$ cat config.mk
export PLATFORM = sky130hd
export DESIGN_NAME = lcd_rail_startup_fault_sequencer
export DESIGN_NICKNAME = d
export VERILOG_FILES = /design/src/hdl/seq_pkg.sv /design/src/hdl/sync2.sv /design/src/hdl/lcd_rail_startup_fault_sequencer.sv
export SDC_FILE = /design/constraint.sdc
export NUM_CORES = 1
export LEC_CHECK = 0
export BUFFER_PORTS_ARGS = -buffer_cell sky130_fd_sc_hd__buf_2
export CAP_MARGIN = 40
export CORE_UTILIZATION = 35
export DETAILED_ROUTE_END_ITERATION = 8
export RECOVER_POWER = 100
export SLEW_MARGIN = 20
export SYNTH_ARGS = -nofsm -noshare
export SYNTH_HDL_FRONTEND = slang
export SYNTH_SLANG_ARGS = --single-unit
export TNS_END_PERCENT = 30
$ cat constraint.sdc
create_clock -name ref_clk -period 2.9 [get_ports ref_clk]
set_input_delay 0.435 -clock ref_clk [delete_from_list [all_inputs] [get_ports ref_clk]]
set_output_delay 0.435 -clock ref_clk [all_outputs]
set_load 0.005 [all_outputs]
$ cat src/hdl/seq_pkg.sv
// Package with the constants and state type of the rail start-up fault sequencer.
package seq_pkg;

	// ************************************************************
	// Counts and timing.
	// ************************************************************
	localparam int unsigned PEAK_COUNT_DONE = 6;     // Peaks seen before monitoring starts.
	localparam int unsigned PEAK_INIT_DONE  = 2;     // Peaks that close the two check ramps.
	localparam int unsigned PEAK_GATE_LOW   = 4;     // Peak that enables the gate-low rail.
	localparam int unsigned PEAK_DELAYED    = 5;     // Peak that drives the delayed switch.
	localparam int unsigned PEAK_W          = 3;     // Width of the peak counter.
	localparam int unsigned CLK_HZ          = 20000000; // Reference clock rate.
	localparam int unsigned FAULT_TIMEOUT_MS = 50;   // Fault timeout with the typical capacitor.
	localparam int unsigned SOFT_START_MS   = 2;     // Soft-start time with the typical capacitor.
	localparam int unsigned MS_DIV          = 1000;  // Milliseconds per second.
	localparam int unsigned FAULT_TIMEOUT_CYC = FAULT_TIMEOUT_MS * (CLK_HZ / MS_DIV);
	localparam int unsigned SOFT_START_CYC  = SOFT_START_MS * (CLK_HZ / MS_DIV);
	localparam int unsigned TIMER_W         = 24;    // Width of the timeout counter.
	localparam int unsigned SYNC_W          = 14;    // Number of inputs in the shared synchroniser bank.

	// Sequencer states.
	typedef enum logic [3:0] {
		ST_OFF,        // Supply invalid, nothing on.
		ST_WAIT_EN,    // Reference and logic rail on, waiting for enable.
		ST_RAMP_UP,    // Delay capacitor charging to the upper threshold.
		ST_RAMP_DOWN,  // Delay capacitor discharging to the lower threshold.
		ST_MONITOR,    // Sequence done, capacitor held at the hold level.
		ST_TIMEOUT,    // Output fault, linear timeout ramp running.
		ST_LATCHED     // Fault latched, every rail but the reference off.
	} seq_state_t;

endpackage

$ cat src/hdl/sync2.sv
// Two-flop synchroniser bank for the asynchronous comparator and pin inputs.
`timescale 1ns/1ps
module sync2 #(
	parameter int unsigned W = 1
) (
	input  wire logic         ref_clk,
	input  wire logic         rst_n,
	input  wire logic [W-1:0] async_in,
	output logic      [W-1:0] sync_out
);

	// First stage, read only by the second stage.
	logic [W-1:0] meta_ff;

	// ************************************************************
	// Synchroniser flops.
	// ************************************************************

	// Both stages clear to zero, so the reference and feedback inputs read as faulted from reset.
	always_ff @(posedge ref_clk or negedge rst_n) begin
		if (!rst_n) begin
			meta_ff  <= '0;
			sync_out <= '0;
		end else begin
			meta_ff  <= async_in;
			sync_out <= meta_ff;
		end
	end

endmodule

$ cat src/hdl/lcd_rail_startup_fault_sequencer.sv
// Start-up sequencer and fault supervisor for a multi-rail display supply.
`timescale 1ns/1ps
module lcd_rail_startup_fault_sequencer
	import seq_pkg::*;
#(
	parameter int unsigned TIMEOUT_CYC = FAULT_TIMEOUT_CYC // Fault timeout in clock cycles.
) (
	input  wire logic ref_clk,                 // Reference clock, 20 MHz.
	input  wire logic rst_n,                   // Asynchronous reset, active low.
	input  wire logic supply_valid,            // Input supply above 2.5V.
	input  wire logic enable_pin,              // Enable pin level.
	input  wire logic cap_upper,               // Delay capacitor above upper threshold.
	input  wire logic cap_lower,               // Delay capacitor above lower threshold.
	input  wire logic cap_stuck,               // Delay capacitor pin shorted.
	input  wire logic ref_in_range,            // Reference within its window.
	input  wire logic over_temp,               // Die temperature above 140 C trip.
	input  wire logic power_good_output_low,   // Power-good pin below 0.6V.
	input  wire logic delayed_output_drive_low, // Delayed-drive pin below 0.6V.
	input  wire logic gate_high_feedback,      // Gate-high rail above under-voltage level.
	input  wire logic logic_rail_feedback,     // Logic rail above under-voltage level.
	input  wire logic gate_low_feedback,       // Gate-low rail above under-voltage level.
	input  wire logic boost_feedback,          // Boost above its fault threshold.
	input  wire logic over_target,             // Some regulated output above its target.
	input  wire logic integrator_cap_high,     // Integrator pin stuck high.
	output logic      reference_on,            // Reference enable.
	output logic      logic_rail_on,           // Logic rail enable.
	output logic      cap_charge_up,           // Charge the delay capacitor.
	output logic      cap_charge_down,         // Discharge the delay capacitor.
	output logic      cap_hold,                // Hold capacitor at the hold level.
	output logic      cap_timeout_ramp,        // Slow linear timeout ramp current.
	output logic      power_good_output_o,     // Power-good pin drive value (low).
	output logic      power_good_output_oe_n,  // Power-good output enable, low drives.
	output logic      delayed_output_drive_o,  // Delayed-drive pin drive value (low).
	output logic      delayed_output_drive_oe_n, // Delayed-drive output enable, low drives.
	output logic      boost_soft_start,        // Boost enabled with soft-start.
	output logic      gate_low_rail_on,        // Gate-low rail enable.
	output logic      gate_high_rail_on,       // Gate-high rail enable.
	output logic      regulator_drive_gate,    // Drives paused for an over-target output.
	output logic      boost_p_mode,            // Boost loop in proportional-only mode.
	output logic      fault_latched            // Fault latch status.
);

	// ************************************************************
	// Input synchronisation.
	// ************************************************************

	logic [SYNC_W-1:0] raw_in;   // Asynchronous inputs gathered.
	logic [SYNC_W-1:0] sync_in;  // Synchronised copies.

	assign raw_in = {supply_valid, enable_pin, cap_upper, cap_lower, cap_stuck, ref_in_range,
		over_temp, power_good_output_low, delayed_output_drive_low, gate_high_feedback,
		logic_rail_feedback, gate_low_feedback, boost_feedback, over_target};

	sync2 #(
		.W(SYNC_W)
	) u_sync (
		.ref_clk (ref_clk),
		.rst_n   (rst_n),
		.async_in(raw_in),
		.sync_out(sync_in)
	);

	logic s_supply;  // Supply valid.
	logic s_en;      // Enable.
	logic s_up;      // Upper threshold.
	logic s_lo;      // Lower threshold.
	logic s_stuck;   // Capacitor pin shorted.
	logic s_ref;     // Reference good.
	logic s_hot;     // Over temperature.
	logic s_pg_low;  // Power-good pin low.
	logic s_dl_low;  // Delayed-drive pin low.
	logic s_fbp;     // Gate-high feedback good.
	logic s_fbl;     // Logic feedback good.
	logic s_fbn;     // Gate-low feedback good.
	logic s_fbb;     // Boost feedback good.
	logic s_over;    // Output above target.
	logic s_integrator_cap;    // Integrator pin high.

	assign {s_supply, s_en, s_up, s_lo, s_stuck, s_ref, s_hot, s_pg_low, s_dl_low, s_fbp,
		s_fbl, s_fbn, s_fbb, s_over} = sync_in;

	// The integrator strap takes its two synchroniser stages inside the state struct below.
	// It is kept out of the shared bank, whose width is the package's input count.

	// ************************************************************
	// State.
	// ************************************************************

	typedef struct packed {
		seq_state_t         state;    // Sequencer state.
		logic [PEAK_W-1:0]  peaks;    // Peaks counted so far.
		logic [TIMER_W-1:0] timer;    // Timeout ramp counter.
		logic               en_prev;  // Enable seen last cycle.
		logic               pg_on;    // Power-good driven low.
		logic               dl_on;    // Delayed drive driven low.
		logic               boost;    // Boost running.
		logic               gate_low_rail;     // Gate-low rail on.
		logic               gate_high_rail;      // Gate-high rail on.
		logic               checked;  // Early reference and temperature check passed.
		logic               integrator_cap_meta; // Integrator pin, first synchroniser stage.
		logic               integrator_cap;      // Integrator pin, second synchroniser stage.
	} seq_regs_t;

	seq_regs_t cur_ff;   // Registered state.
	seq_regs_t nxt_cur;  // Next state.

	// Proportional-only mode follows the second strap stage; only it is read by logic.
	assign s_integrator_cap = cur_ff.integrator_cap;

	// Count as wide as the peak counter.
	function automatic logic [PEAK_W-1:0] pk(input int unsigned v);
		pk = v[PEAK_W-1:0];
	endfunction

	logic immediate_fault;  // Shut down without a timeout.
	logic output_fault;     // Fault that runs the timeout ramp.
	logic en_fall;          // Enable dropped this cycle.

	// Fault classes. Capacitor, reference and temperature faults skip the timeout ramp;
	// every output-level fault goes through the ramp first.
	always_comb begin
		immediate_fault = s_stuck || !s_ref || s_hot;
		output_fault = !s_pg_low || !s_dl_low || !s_fbp || !s_fbl || !s_fbn || !s_fbb;
		en_fall = cur_ff.en_prev && !s_en;
	end

	// ************************************************************
	// Next-state logic.
	// ************************************************************

	// Ramp decisions are made on threshold crossings seen by the comparators; the fault timeout ends on the timer count.
	always_comb begin
		nxt_cur = cur_ff;
		nxt_cur.en_prev = s_en;
		if (!s_supply) begin
			// Loss of supply clears everything but the strap stages, including the fault latch.
			nxt_cur = '0;
			nxt_cur.state = ST_OFF;
		end else begin
			unique case (cur_ff.state)
				ST_OFF: begin
					nxt_cur.state = ST_WAIT_EN;
				end
				ST_WAIT_EN: begin
					// A shorted-low capacitor keeps the ramp from ever starting.
					if (s_en && !s_stuck) begin
						nxt_cur.state = ST_RAMP_UP;
					end
				end
				ST_RAMP_UP: begin
					if (!s_en) begin
						nxt_cur = '0;
						nxt_cur.state = ST_WAIT_EN;
					end else if (s_stuck || s_hot || (!cur_ff.checked && !s_ref)) begin
						nxt_cur.state = ST_LATCHED;
					end else if (s_up) begin
						// Upper crossing is a peak.
						nxt_cur.peaks = cur_ff.peaks + pk(1);
						if (cur_ff.peaks == pk(PEAK_INIT_DONE - 1)) begin
							nxt_cur.pg_on = 1'b1;
							nxt_cur.checked = 1'b1;
						end
						if (cur_ff.peaks == pk(PEAK_GATE_LOW - 1)) begin
							nxt_cur.gate_low_rail = 1'b1;
						end
						if (cur_ff.peaks == pk(PEAK_DELAYED - 1)) begin
							nxt_cur.dl_on = 1'b1;
						end
						if (cur_ff.peaks == pk(PEAK_COUNT_DONE - 1)) begin
							// End of the sixth ramp: check outputs before monitoring.
							nxt_cur.state = output_fault ? ST_TIMEOUT : ST_MONITOR;
						end else begin
							nxt_cur.state = ST_RAMP_DOWN;
						end
					end
				end
				ST_RAMP_DOWN: begin
					// A capacitor shorted high never drops below the lower level and stalls here.
					if (!s_en) begin
						nxt_cur = '0;
						nxt_cur.state = ST_WAIT_EN;
					end else if (s_stuck || s_hot || !s_ref) begin
						nxt_cur.state = ST_LATCHED;
					end else if (!s_lo) begin
						nxt_cur.state = ST_RAMP_UP;
						if (cur_ff.peaks == pk(PEAK_INIT_DONE)) begin
							nxt_cur.boost = 1'b1;
						end
						if (cur_ff.peaks == pk(PEAK_DELAYED)) begin
							nxt_cur.gate_high_rail = 1'b1;
						end
					end
				end
				ST_MONITOR: begin
					if (en_fall) begin
						nxt_cur = '0;
						nxt_cur.state = ST_WAIT_EN;
					end else if (immediate_fault) begin
						nxt_cur.state = ST_LATCHED;
					end else if (output_fault) begin
						nxt_cur.timer = '0;
						nxt_cur.state = ST_TIMEOUT;
					end
				end
				ST_TIMEOUT: begin
					if (en_fall) begin
						nxt_cur = '0;
						nxt_cur.state = ST_WAIT_EN;
					end else if (immediate_fault) begin
						nxt_cur.state = ST_LATCHED;
					end else if (!output_fault) begin
						nxt_cur.timer = '0;
						nxt_cur.state = ST_MONITOR;
					end else if (cur_ff.timer >= TIMER_W'(TIMEOUT_CYC - 1)) begin
						nxt_cur.state = ST_LATCHED;
					end else begin
						nxt_cur.timer = cur_ff.timer + TIMER_W'(1);
					end
				end
				ST_LATCHED: begin
					// An enable low, or a supply loss, releases the latch; low then parks us in ST_WAIT_EN.
					if (!s_en) begin
						nxt_cur = '0;
						nxt_cur.state = ST_WAIT_EN;
					end
				end
				default: begin
					nxt_cur = '0;
					nxt_cur.state = ST_OFF;
				end
			endcase
		end
		// The strap stages run whatever the sequencer does, so a supply loss never
		// leaves a stale mode; the first stage feeds nothing but the second.
		nxt_cur.integrator_cap_meta = integrator_cap_high;
		nxt_cur.integrator_cap = cur_ff.integrator_cap_meta;
	end

	// Register the whole state in one place.
	// Reset clears every field, so all rails come up off and the latch is open.
	always_ff @(posedge ref_clk or negedge rst_n) begin
		if (!rst_n) begin
			cur_ff <= '0;
		end else begin
			cur_ff <= nxt_cur;
		end
	end

	// ************************************************************
	// Outputs.
	// ************************************************************

	logic latched;  // Fault latch active.
	logic run;      // Rails allowed to run.

	// Outputs decode from registered state; latched kills every rail but the reference.
	always_comb begin
		latched = (cur_ff.state == ST_LATCHED);
		run = !latched && (cur_ff.state != ST_OFF);
		reference_on = (cur_ff.state != ST_OFF);
		logic_rail_on = run;
		cap_charge_up = (cur_ff.state == ST_RAMP_UP);
		cap_charge_down = (cur_ff.state == ST_RAMP_DOWN);
		cap_hold = (cur_ff.state == ST_MONITOR);
		cap_timeout_ramp = (cur_ff.state == ST_TIMEOUT);
		power_good_output_o = 1'b0;
		power_good_output_oe_n = !(run && cur_ff.pg_on);
		delayed_output_drive_o = 1'b0;
		delayed_output_drive_oe_n = !(run && cur_ff.dl_on);
		boost_soft_start = run && cur_ff.boost;
		gate_low_rail_on = run && cur_ff.gate_low_rail;
		gate_high_rail_on = run && cur_ff.gate_high_rail;
		regulator_drive_gate = run && s_over;
		boost_p_mode = s_integrator_cap;
		fault_latched = latched;
	end

endmodule

-- Word level (Yosys, flattened, before mapping)
Index checks and enable logic that the tools add are counted.
- $add $sub $neg: 2
- multiply operators: 0
- divide/modulo/power cells: 0
- magnitude comparators: 1
- eq/ne operators: 33
- shift-type cells: 0
- mux-type cells: 55
- bitwise gates (word level): 0
- reductions and logical operators: 44
- operators by type and width (cell ; number):
    case mux 36 bit (6 select lines) ; 1
    2-to-1 mux 24 bit ; 7
    2-to-1 mux 40 bit ; 2
    2-to-1 mux 4 bit ; 12
    inequality test 4 bit (second input constant) ; 12
    AND reduction 6 bit ; 6
    2-to-1 mux 30 bit ; 1
    case mux 4 bit (7 select lines) ; 1
    2-to-1 mux 25 bit ; 1
    adder 24 x 1 -> 24 bit (second input constant) ; 1
    >= comparator 24 x 20 -> 1 bit (second input constant) ; 1
    inequality test 5 bit (second input constant) ; 4
    2-to-1 mux 1 bit ; 19
    2-to-1 mux 7 bit ; 2
    zero test 1 bit ; 13
    == test 4 x 3 -> 1 bit (second input constant) ; 3
    2-to-1 mux 3 bit ; 4
    inequality test 3 bit (second input constant) ; 4
    logical AND 1 bit ; 10
    logical OR 1 bit ; 10
    2-to-1 mux 9 bit ; 1
    == test 4 x 2 -> 1 bit (second input constant) ; 2
    2-to-1 mux 2 bit ; 4
    AND reduction 8 bit ; 1
    11 further kinds ; 13
- flip-flop bits (word level): 68
- bits in latches: 0
- memory bits (writable): 0
- bits in read-only memories: 0
- input port bits: 17
- output and inout port bits: 16
- logic and storage cells: 149
- memories: 0

-- Logic depth before layout (Yosys ltp)
Gate-level depths: netlist of run 1.
- depth in word-level cells: 13
- depth in mapped cells: 9
- gate-level depth less buffers: 7

-- Hierarchy
A second synthesis of run 1 with hierarchy kept.
- cells, all modules: 300
- area, all modules: 3044.2 um^2
- modules (own cells, without submodules) (module ; times used ; cells an instance ; area each (um^2) ; sequential area each (um^2)):
    lcd_rail_startup_fault_sequencer ; 1 ; 272 ; 2343.5 ; 975.9
    sync2 ; 1 ; 28 ; 700.7 ; 700.7

-- Worst setup path before layout of run 1
No wires, ideal clock.
- path type: flip-flop to flip-flop
- from: register cur_ff[9] in the netlist's numbering
- to: register cur_ff[38] in the netlist's numbering
- setup time: 0.128 ns
- arrival time: 2.129 ns
- data required time: 2.772 ns
- setup slack: 0.644 ns
- stages on the path, launching flop included: 8
- buffers on the path: 0
- clock period less this slack: 2.256 ns
- cells stage by stage: dfrtp_1 -> ha_1 -> and3_4 -> a311o_1 -> a211oi_2 -> nand3_1 -> nand3_2 -> mux2_1
- word-level cells in the longest chain between the ends: 3
- RTL lines (element ; line ; RTL):
    start, declared ; lcd_rail_startup_fault_sequencer.sv:104 ; seq_regs_t cur_ff;
    start signal, assigned ; lcd_rail_startup_fault_sequencer.sv:245 ; cur_ff <= nxt_cur;
    >= comparator 24 x 20 -> 1 bit ; lcd_rail_startup_fault_sequencer.sv:214 ; end else if (cur_ff.timer >= TIMER_W'(TIMEOUT_CYC - 1)) begin
    inequality test 6 bit (no source line) ; - ;
    AND reduction 6 bit (no source line) ; - ;
No other way between the ends.
A chain may end at the register's enable or synchronous reset.

-- Worst setup path after layout of run 1
- from: register cur_ff[9] in the netlist's numbering
- to: register cur_ff[20] in the netlist's numbering
- word-level cells in the longest chain between the ends: 7
- elaborated cells between the ends (all ways): 10
- those cells by class: add/sub (1); order compare (1); eq/ne (1); mux (6); reduce/logical (1)
- RTL lines (element ; line ; RTL):
    adder 24 x 1 -> 24 bit ; lcd_rail_startup_fault_sequencer.sv:217 ; nxt_cur.timer = cur_ff.timer + TIMER_W'(1);
    2-to-1 mux 24 bit ; lcd_rail_startup_fault_sequencer.sv:214 ;
    2-to-1 mux 24 bit ; lcd_rail_startup_fault_sequencer.sv:211 ; end else if (!output_fault) begin
    2-to-1 mux 24 bit ; lcd_rail_startup_fault_sequencer.sv:209 ; end else if (immediate_fault) begin
    2-to-1 mux 24 bit ; lcd_rail_startup_fault_sequencer.sv:206 ; if (en_fall) begin
    case mux 36 bit (6 select lines) ; lcd_rail_startup_fault_sequencer.sv:140 ; unique case (cur_ff.state)
    2-to-1 mux 40 bit ; lcd_rail_startup_fault_sequencer.sv:135 ; if (!s_supply) begin
Parallel ways exist; a longest one is shown, timed or not. The select of a mux whose other input is x is not followed.

==> results.py, run 1 <==
metrics = {
    "setup_path": {
        "startpoint_type": "flop",
        "rrSetupSlack_ps": 330,
        "crit_chain": "ha_1 -> and3_1 -> a311o_1 -> a211oi_2 -> and3_1 -> nand4_1 -> o21ai_0",
        "crit_slowest_cell": "and3_1",
        "critical_path_class": "flop to flop",
        "cp.required_ps": 3160,
        "cp_max_fo": 14,
        "r2r_end": "cur_ff[20]",
        "cp.arrival_ps": 2830,
        "critPathMostFrequentCell": "and3_1",
        "worstRegToRegCells": 7,
        "r2r-start": "cur_ff[9]",
        "cp-end-kind": "flop",
        "slowest_delay_ps": 560,
    },
    "cts": {
        "root_buffer": "clkbuf_8",
        "cts_hold_buf": 0,
        "cts_buffer_depth": 2,
        "clock_sinks": 67,
        "cts_htree_levels": 3,
        "cts_resized": 0,
        "worstSkewPairLatency_ps": 340,
        "clk_pin_slew_worst_paths_ps": 80,
        "post-cts-setup-buffers": 0,
        "numCtsBuffers": 9,
        "cts_tree": "done",
    },
    "logic_synthesis": {
        "syn_inst": 304,
        "synth-edff-count": 0,
        "seq_area_frac_synth_pct": 55.2,
        "ys_seq_elements": 67,
        "synth_area_per_cell_um2": 9.98,
        "synth_top_cell_by_area": "dfrtp_1",
        "synth_area_um2": 3040,
        "synth_cell_types": 52,
        "ys.flop_type": "dfrtp_1",
        "synth_area_leaders": "dfrtp_1 55%, o21ai_0 4.6%, nand2_1 4.1%",
        "yosysWarnings": 0,
        "synthArstFlopShare_pct": 100,
        "synth_top_cell_area_share_pct": 55.2,
    },
    "detailed_routing": {
        "num_vias": 2357,
        "drt_iter0_markers": 182,
        "firstDrtPassIters": 4,
        "routed_wl_um": 6160,
        "via_per_inst": 5.27,
        "wl_per_cell_um": 13.8,
        "ant_nets": 0,
        "drc": 0,
    },
    "floorplanning": {
        "initial_core_util_pct": 36.6,
        "die_area_um2": 9050,
        "ios": 33,
        "rows": 33,
        "die_h_um": 95.1,
        "core_area_um2": 8300,
        "die_x_um": 95.1,
    },
    "sta": {
        "tns_ps": 0,
        "min_period_ps": 2570,
        "holdWs_ps": 195,
        "grt_setup_unrepaired": "false",
        "fmax_mhz": 390,
        "hold_viol": 0,
        "fin_skew_ps": 16.2,
        "min_period_over_period_pct": 88.5,
        "worst_pin_slew_ps": 1540,
        "setup_slack_ps": 335,
        "drv_slew": 31,
        "final-setup-viol-count": 0,
        "slew_headroom_pct": -2.44,
    },
    "global_route": {
        "grt_max_degree": 39,
        "gr-total-overflow": 0,
        "grt_pass1_wl_um": 10400,
        "grt_pass1_vias": 2149,
        "antenna_found_initial": 0,
        "grt_use_total_pct": 15.0,
    },
    "cells_and_area": {
        "final_common_cell": "dfrtp_1",
        "fill_cells": 801,
        "n_antenna_cell": 0,
        "fin_cells": 447,
        "drive_above_1_share_pct": 14.3,
        "fin_util_pct": 41.3,
        "stdcell_area_um2": 3430,
        "area_delta_synth_final_pct": 12.9,
        "final_nets": 360,
        "most-common-layout-cells": "67 x dfrtp_1, 38 x o21ai_0, 33 x nand2_1",
        "seq_area_um2": 1680,
        "multi_input_area_um2": 1220,
    },
    "outcome": {
        "violations": "max-capacitance violations, max-slew violations",
        "status": "finished with violations",
    },
    "flow_run": {
        "cap_violations": 1,
    },
    "power": {
        "p_leak_nw": 1.51,
        "p_total_mw": 2.10,
        "irDropWorstVdd_mv": 0.322,
        "powerDensity_nw_per_um2": 614,
    },
    "worst_hold_path": {
        "whs_path_depth": 1,
        "holdCritStartpoint": "over_target",
        "hp-class": "input pin to flop",
        "holdPathEnd": "u_sync.meta_ff[0]",
    },
    "placed_design": {
        "dp_cells": 431,
        "place_area_um2": 3290,
        "dp_hpwl_um": 4270,
        "port_buffers": 30,
        "pre_cts_slack_ps": 392,
        "gp_congestion": 0.851,
    },
}
[worst max-delay path: cells and delay by family (launching register included)]
kind	cells	cell delay, ps
flops	1	410
fa+ha+maj	1	250
simple gates	3	940
compound gates	3	890
[kinds of logic (layout without fill, tap and decap cells)]
group	count (synthesis)	count (layout)	synth area share [%]
AO/OA/AOI/OAI	74	74	15.0
adder cells (fa/ha/maj)	6	6	2.47
buffers and inverters	23	60	4.00
flip-flops	67	67	55.2
multiplexers	3	3	1.03
other	1	2	0.124
AND/OR/NAND/NOR	130	130	22.2
[state kept, by name, summed over array words and instances (netlist names)]
register and cells:
boost_p_mode 1, u_sync.sync_out 14, cur_ff 38, u_sync.meta_ff 14
[cell type report]
| type | count | share of cell area, % |
|---|---|---|
| well taps | 105 | 3.83 |
| multi-input cells | 215 | 35.7 |
| clock buffers | 10 | 4.02 |
| repair buffers | 37 | 5.37 |
| clock inverters | 6 | 1.35 |
| flip-flops and latches | 67 | 48.9 |
| inverters | 7 | 0.767 |
[Yosys cell counts (all sizes together), types with 2 or more instances]
library cell,number
dfrtp,67
o21ai,38
nand2,33
nor2,27
nand3,13
a21oi,10
nand4,10
and2,9
and3,9
clkbuf,9
a31oi,7
buf,7
inv,7
nor4,7
ha,6
nor3,5
nor2b,4
o31ai,3
a211oi,2
a32o,2
and4,2
mux2i,2
nand2b,2
o21a,2
[per-layer routing]
metal | vias to the layer above | wire length [um] | global-route usage, %
met1 | 1136 | 2970 | 21.0
met2 | 63 | 2880 | 22.1
met5 | - | 0 | 0
met4 | 0 | 88 | 8.33
li1 | 1153 | - | -
met3 | 5 | 215 | 2.47
[worst max-delay path by stage]
stage / depth (start not counted) / slack (ps) / to / from
after CTS: 7 / 400 / cur_ff[20] / cur_ff[9]
after detailed placement: 7 / 390 / cur_ff[26] / cur_ff[9]
after global placement: 7 / 480 / cur_ff[26] / cur_ff[9]
final: 7 / 330 / cur_ff[20] / cur_ff[9]
after global routing: 7 / 120 / cur_ff[12] / u_sync.sync_out[12]
after floorplan: 7 / 640 / cur_ff[38] / cur_ff[9]
[power by group]
part / internal, mW / leakage, nW / switching (mW)
registers: 0.972 / 0.863 / 0.0475
logic: 0.137 / 0.558 / 0.225
clock network: 0.341 / 0.0897 / 0.383
total: 1.45 / 1.51 / 0.655
Note: power is estimated with default switching activity, not from simulation.
==> inputs of run 2 (changes only) <==
==> constraint.sdc (replaced) <==
create_clock -name ref_clk -period 2.21 [get_ports ref_clk]
set_input_delay 0.3315 -clock ref_clk [delete_from_list [all_inputs] [get_ports ref_clk]]
set_output_delay 0.3315 -clock ref_clk [all_outputs]
set_load 0.005 [all_outputs]
==> run 2 against run 1 <==
Against the previous run: non-clock buffer count increased by 23; clock skew decreased by 2.5 ps; register-to-register slack got worse by 320 ps; clock-buffer cell count unchanged; the run still ends with max-capacitance violations, max-slew violations left; cell count increased by 5.1%; utilization increased by 3.9 points; via count increased by 3.9%; global-route usage increased by 0.47 points; critical path depth increased by 1; sequential cell count unchanged; power increased by 47%.
==> results.py, run 2 (synthesis results as in run 1) <==
metrics = {
    "detailed_routing": {
        "firstDrtPassIters": 4,
        "ant_nets": 0,
        "num_vias": 2449,
        "wl_per_cell_um": 13.6,
        "via_per_inst": 5.21,
        "routed_wl_um": 6390,
        "drt_iter0_markers": 164,
        "drc": 0,
    },
    "cts": {
        "worstSkewPairLatency_ps": 340,
        "cts_htree_levels": 3,
        "cts_tree": "done",
        "clock_sinks": 67,
        "cts_hold_buf": 0,
        "clk_pin_slew_worst_paths_ps": 80,
        "numCtsBuffers": 9,
        "root_buffer": "clkbuf_8",
        "cts_buffer_depth": 2,
    },
    "floorplanning": {
        "initial_core_util_pct": 36.6,
        "die_h_um": 95.1,
        "core_area_um2": 8300,
        "die_x_um": 95.1,
        "rows": 33,
        "die_area_um2": 9050,
        "ios": 33,
    },
    "sta": {
        "final-setup-viol-count": 0,
        "slew_headroom_pct": -6.27,
        "fmax_mhz": 456,
        "grt_setup_unrepaired": "true",
        "holdWs_ps": 94.5,
        "min_period_ps": 2190,
        "min_period_over_period_pct": 99.2,
        "fin_skew_ps": 13.7,
        "worst_pin_slew_ps": 1590,
        "hold_viol": 0,
        "drv_slew": 68,
    },
    "cells_and_area": {
        "drive_above_1_share_pct": 24.1,
        "final_nets": 383,
        "area_delta_synth_final_pct": 23.6,
        "final_common_cell": "dfrtp_1",
        "largest_reg_flops": 38,
        "n_antenna_cell": 0,
        "most-common-layout-cells": "67 x dfrtp_1, 33 x nand2_1, 27 x buf_2",
        "reg_top3": "cur_ff (38), u_sync.meta_ff (14), u_sync.sync_out (14)",
        "stdcell_area_um2": 3750,
        "top_register": "cur_ff",
    },
    "setup_path": {
        "startpoint_type": "flop",
        "cp_max_fo": 4,
        "cp.arrival_ps": 2420,
        "critPathMostFrequentCell": "nand3_4",
        "crit_slowest_cell": "dfrtp_1",
        "crit_chain": "ha_2 -> and3_4 -> a311o_1 -> a211oi_4 -> buf_4 -> nand3_4 -> nand3_4 -> mux2_4",
        "cp-end-kind": "flop",
        "critical_path_class": "flop to flop",
        "cp.required_ps": 2440,
        "slowest_delay_ps": 400,
    },
    "worst_hold_path": {
        "hp-class": "input pin to flop",
    },
    "flow_run": {
        "cap_violations": 1,
    },
    "global_route": {
        "gr-total-overflow": 0,
        "grt_use_total_pct": 15.5,
        "grt_pass1_vias": 2254,
        "grt_max_degree": 68,
        "antenna_found_initial": 0,
        "grt_pass1_wl_um": 10700,
    },
    "placed_design": {
        "port_buffers": 30,
        "place_area_um2": 3440,
        "gp_congestion": 0.874,
        "dp_hpwl_um": 4380,
    },
    "outcome": {
        "violations": "max-capacitance violations, max-slew violations",
        "status": "finished with violations",
    },
    "power": {
        "p_leak_nw": 1.70,
        "powerDensity_nw_per_um2": 826,
        "irDropWorstVdd_mv": 0.511,
    },
}
-- run 2: path summary, 6_finish.rpt --
check | start | endpoint | slack (ps) | cells after the start
max | cur_ff[10] | cur_ff[38] | 20 | 8
min | logic_rail_feedback | u_sync.meta_ff[3] | 90 | 1
max reg2reg | cur_ff[10] | cur_ff[38] | 20 | 8
min reg2reg | u_sync.meta_ff[5] | u_sync.sync_out[5] | 350 | 0
max in group asynchronous | rst_n | cur_ff[33] | 770 | 2
min in group asynchronous | rst_n | cur_ff[4] | 450 | 2
-- run 2: area by class of cell --
| type | count | area, um^2 |
|---|---|---|
| Multi-Input combinational cell | 215 | 1300 |
| Tap cell | 105 | 131 |
| Clock buffer | 10 | 138 |
| Timing Repair Buffer | 60 | 388 |
| Inverter | 7 | 26.3 |
| Fill cell | 776 | 4550 |
| Sequential cell | 67 | 1680 |
| Clock inverter | 6 | 93.8 |
-- run 2: report_power, final --
part / switching [mW] / internal [mW] / leakage (nW)
Clock: 0.496 / 0.678 / 0.114
Combinational: 0.335 / 0.264 / 0.726
Sequential: 0.0484 / 1.28 / 0.863
-- run 2: repair_timing --
item                                    4_1_cts  5_1_grt
pin swaps                                     3        7
endpoints found under the setup margin       18       24
buffers inserted                              1        5
hold endpoints to repair                      0        0
resized for setup                             4       25
-- run 2: per-stage QoR --
| step | total power [mW] | instances | util [%] | TNS (ps) | setup WS (ps) |
|---|---|---|---|---|---|
| after floorplan | 1.66 | 305 | - | 0 | 26.3 |
| after global placement | 1.91 | 448 | 41.4 | 0 | 16.4 |
| after detailed placement | 1.91 | 448 | 41.4 | -731 | -77.2 |
| after CTS | 3.10 | 465 | 44.5 | 0 | 1.10 |
| after global routing | 3.26 | 470 | 45.2 | -234 | -58.7 |
| final | 3.10 | 470 | 45.2 | 0 | 18.2 |
-- run 2: worst max-delay path, delay by kind of cell (launching register included) --
family                     cells  cell delay (ps)
DFF                            1              400
and+or+nand+nor                3              330
adders and majority gates      1              190
buffers and inverters          1              170
AOI/OAI and AO/OA              2              680
muxes                          1              300
-- run 2: routing by layer --
layer	vias to the layer above	global-route usage, %	share of wire [%]
met5	-	0	0
met4	0	5.81	0.88
met3	4	4.15	4.2
met2	63	24.1	48
met1	1180	20.7	47
li1	1202	-	-
==> inputs of run 3 (changes only) <==
--- a/config.mk
+++ b/config.mk
@@ -5,6 +5,7 @@
 export SDC_FILE = /design/constraint.sdc
 export NUM_CORES = 1
 export LEC_CHECK = 0
+export ABC_AREA = 1
 export BUFFER_PORTS_ARGS = -buffer_cell sky130_fd_sc_hd__buf_2
 export CAP_MARGIN = 40
 export CORE_UTILIZATION = 35
==> run 3 against run 2 <==
Against the previous run: the run now ends clean; clock-buffer cell count is the same; non-clock buffer count shrank 21; first-iteration DRC count grew 3.7%; register-to-register slack gained 190 ps; global-route usage grew 1.4 points; critical path type is now flop to output port; highest routed layer unchanged.
==> results.py, run 3 <==
metrics = {
    "detailed_routing": {
        "num_vias": 3072,
        "wl_per_cell_um": 12.5,
        "drt_iter0_markers": 170,
        "ant_nets": 0,
        "routed_wl_um": 7980,
        "via_per_inst": 4.80,
        "firstDrtPassIters": 4,
        "drc": 0,
    },
    "logic_synthesis": {
        "synthArstFlopShare_pct": 100,
        "synth_area_per_cell_um2": 7.74,
        "synth_area_um2": 3560,
        "synthSimpleGateAreaFrac_pct": 34.4,
        "yosys-top-cells-count": "129 x nand2_1, 67 x dfrtp_1, 60 x nor2_1",
        "synth_top_cell_by_area": "dfrtp_1",
        "synth_cell_types": 37,
        "synth-edff-count": 0,
        "yosysWarnings": 0,
        "synth_fa_ha_area_share_pct": 2.11,
        "synth_area_leaders": "dfrtp_1 47%, nand2_1 14%, nor2_1 6.3%",
        "syn_inst": 460,
        "ys_seq_elements": 67,
        "synth_top_cell_area_share_pct": 47.1,
        "ys.flop_type": "dfrtp_1",
        "synth_top_family_by_area": "simple AND/OR/NAND/NOR gates",
        "muxShareOfSynthArea_pct": 0,
        "seq_area_frac_synth_pct": 47.1,
        "yosysMostFrequentCell": "nand2_1",
        "synthXorXnorAreaFrac_pct": 2.21,
        "synth-compound-area-share_pct": 6.89,
    },
    "sta": {
        "grt_setup_unrepaired": "false",
        "worst_pin_slew_ps": 898,
        "final-setup-viol-count": 0,
        "fmax_mhz": 491,
        "drv_slew": 0,
        "holdWs_ps": 83.8,
        "tns_ps": 0,
        "min_period_ps": 2040,
        "slew_headroom_pct": 40.2,
        "min_period_over_period_pct": 92.2,
        "fin_skew_ps": 18.8,
        "hold_viol": 0,
    },
    "setup_path": {
        "startpoint_type": "flop",
        "crit_slowest_cell": "dfrtp_1",
        "critPathMostFrequentCell": "nand2_1",
        "slowest_delay_ps": 480,
        "cp_max_fo": 7,
        "crit_chain": "inv_2 -> nand3_1 -> buf_4 -> nand2_1 -> inv_1 -> nand2_1 -> buf_2",
        "cp-end-kind": "output port",
        "critical_path_class": "flop to output port",
        "cp.arrival_ps": 1710,
        "cp.required_ps": 1880,
    },
    "global_route": {
        "grt_pass1_wl_um": 13700,
        "antenna_found_initial": 0,
        "grt_max_degree": 68,
        "grt_use_total_pct": 16.9,
        "gr-total-overflow": 0,
        "grt_pass1_vias": 2928,
    },
    "outcome": {
        "status": "finished, final reports clean",
    },
    "cells_and_area": {
        "fin_util_pct": 41.5,
        "top_register": "cur_ff",
        "drive_above_1_share_pct": 14.6,
        "fill_cells": 1066,
        "n_antenna_cell": 0,
        "final_nets": 525,
        "most-common-layout-cells": "130 x nand2_1, 66 x dfrtp_1, 63 x nor2_1",
        "largest_reg_flops": 38,
        "area_delta_synth_final_pct": 14.5,
        "fin_cells": 640,
        "reg_top3": "cur_ff (38), u_sync.meta_ff (14), u_sync.sync_out (14)",
        "final_common_cell": "nand2_1",
    },
    "power": {
        "powerDensity_nw_per_um2": 788,
        "irDropWorstVdd_mv": 0.376,
        "p_leak_nw": 1.91,
    },
    "cts": {
        "cts_htree_levels": 3,
        "cts_tree": "done",
        "numCtsBuffers": 9,
        "clk_pin_slew_worst_paths_ps": 80,
        "worstSkewPairLatency_ps": 350,
        "clock_sinks": 67,
        "root_buffer": "clkbuf_8",
        "cts_buffer_depth": 2,
    },
    "floorplanning": {
        "initial_core_util_pct": 36.3,
        "die_h_um": 103,
        "die_x_um": 103,
        "die_area_um2": 10600,
        "rows": 36,
        "ios": 33,
        "core_area_um2": 9820,
    },
    "placed_design": {
        "dp_hpwl_um": 5790,
        "gp_congestion": 0.890,
        "dp_cells": 623,
        "port_buffers": 30,
    },
    "worst_hold_path": {
        "hp-class": "input pin to flop",
    },
    "flow_run": {
        "cap_violations": 0,
    },
}
## run 3: what timing repair did
action | CTS | global route
hold buffers | 1 | 0
gates resized for setup | 0 | 3
endpoints found under the setup margin | 0 | 22
endpoints found under the hold margin | 9 | 0
setup buffers | 0 | 0
## run 3: kinds of logic (layout without fill, tap and decap cells)
family	after synthesis	in the layout
flip-flops	67	67
buffers and inverters	60	106
other	1	2
XOR/XNOR	9	9
AO/OA/AOI/OAI	44	44
adder cells (fa/ha/maj)	6	6
AND/OR/NAND/NOR	273	273
## run 3: through the flow
stage,setup slack (ps),power [mW],instance area [um^2]
floorplan,459,1.95,3560
global placement,253,2.17,3890
detailed placement,180,2.19,3890
CTS,104,3.27,4110
global route,7.35,3.42,4080
finish,173,3.21,4080
## run 3: area by class of cell
class                      instances  area, um^2  area share (%)
sequential                        67        1680            41.2
timing repair buffer              39         211            5.19
inverter                          51         194            4.76
clock buffer                      10         138            3.38
clock inverter                     6        72.6            1.78
multi-input combinational        334        1620            39.7
tap                              133         166            4.08
## run 3: worst max-delay path, delay by kind of cell, from the launching register on
family	cells	cell delay, ps
AND/OR/NAND/NOR	3	340
flip-flops	1	480
buffers and inverters	4	530
## run 3: power breakdown
part | switching (mW) | internal, mW | total (mW)
registers | 0.0688 | 1.29 | 1.36
clock network | 0.503 | 0.565 | 1.07
logic | 0.560 | 0.224 | 0.783
## run 3: per-layer routing
| layer | track usage, % | up-vias | routed length (um) |
|---|---|---|---|
| met1 | 23.2 | 1436 | 3870 |
| met3 | 2.98 | 14 | 349 |
| met2 | 26.7 | 67 | 3620 |
| li1 | - | 1555 | - |
| met5 | 0 | - | 0 |
| met4 | 6.72 | 0 | 138 |
## run 3: final timing paths
kind	start	end	slack, ps	cells after the start
worst max-delay path	cur_ff[36]	power_good_output_oe_n	170	7
worst min register to register	u_sync.meta_ff[9]	u_sync.sync_out[9]	350	0
worst min-delay path	ref_in_range	u_sync.meta_ff[8]	80	1
worst max register to register	cur_ff[36]	cur_ff[28]	210	11
min in group asynchronous	rst_n	cur_ff[20]	730	3
max in group asynchronous	rst_n	cur_ff[37]	800	3
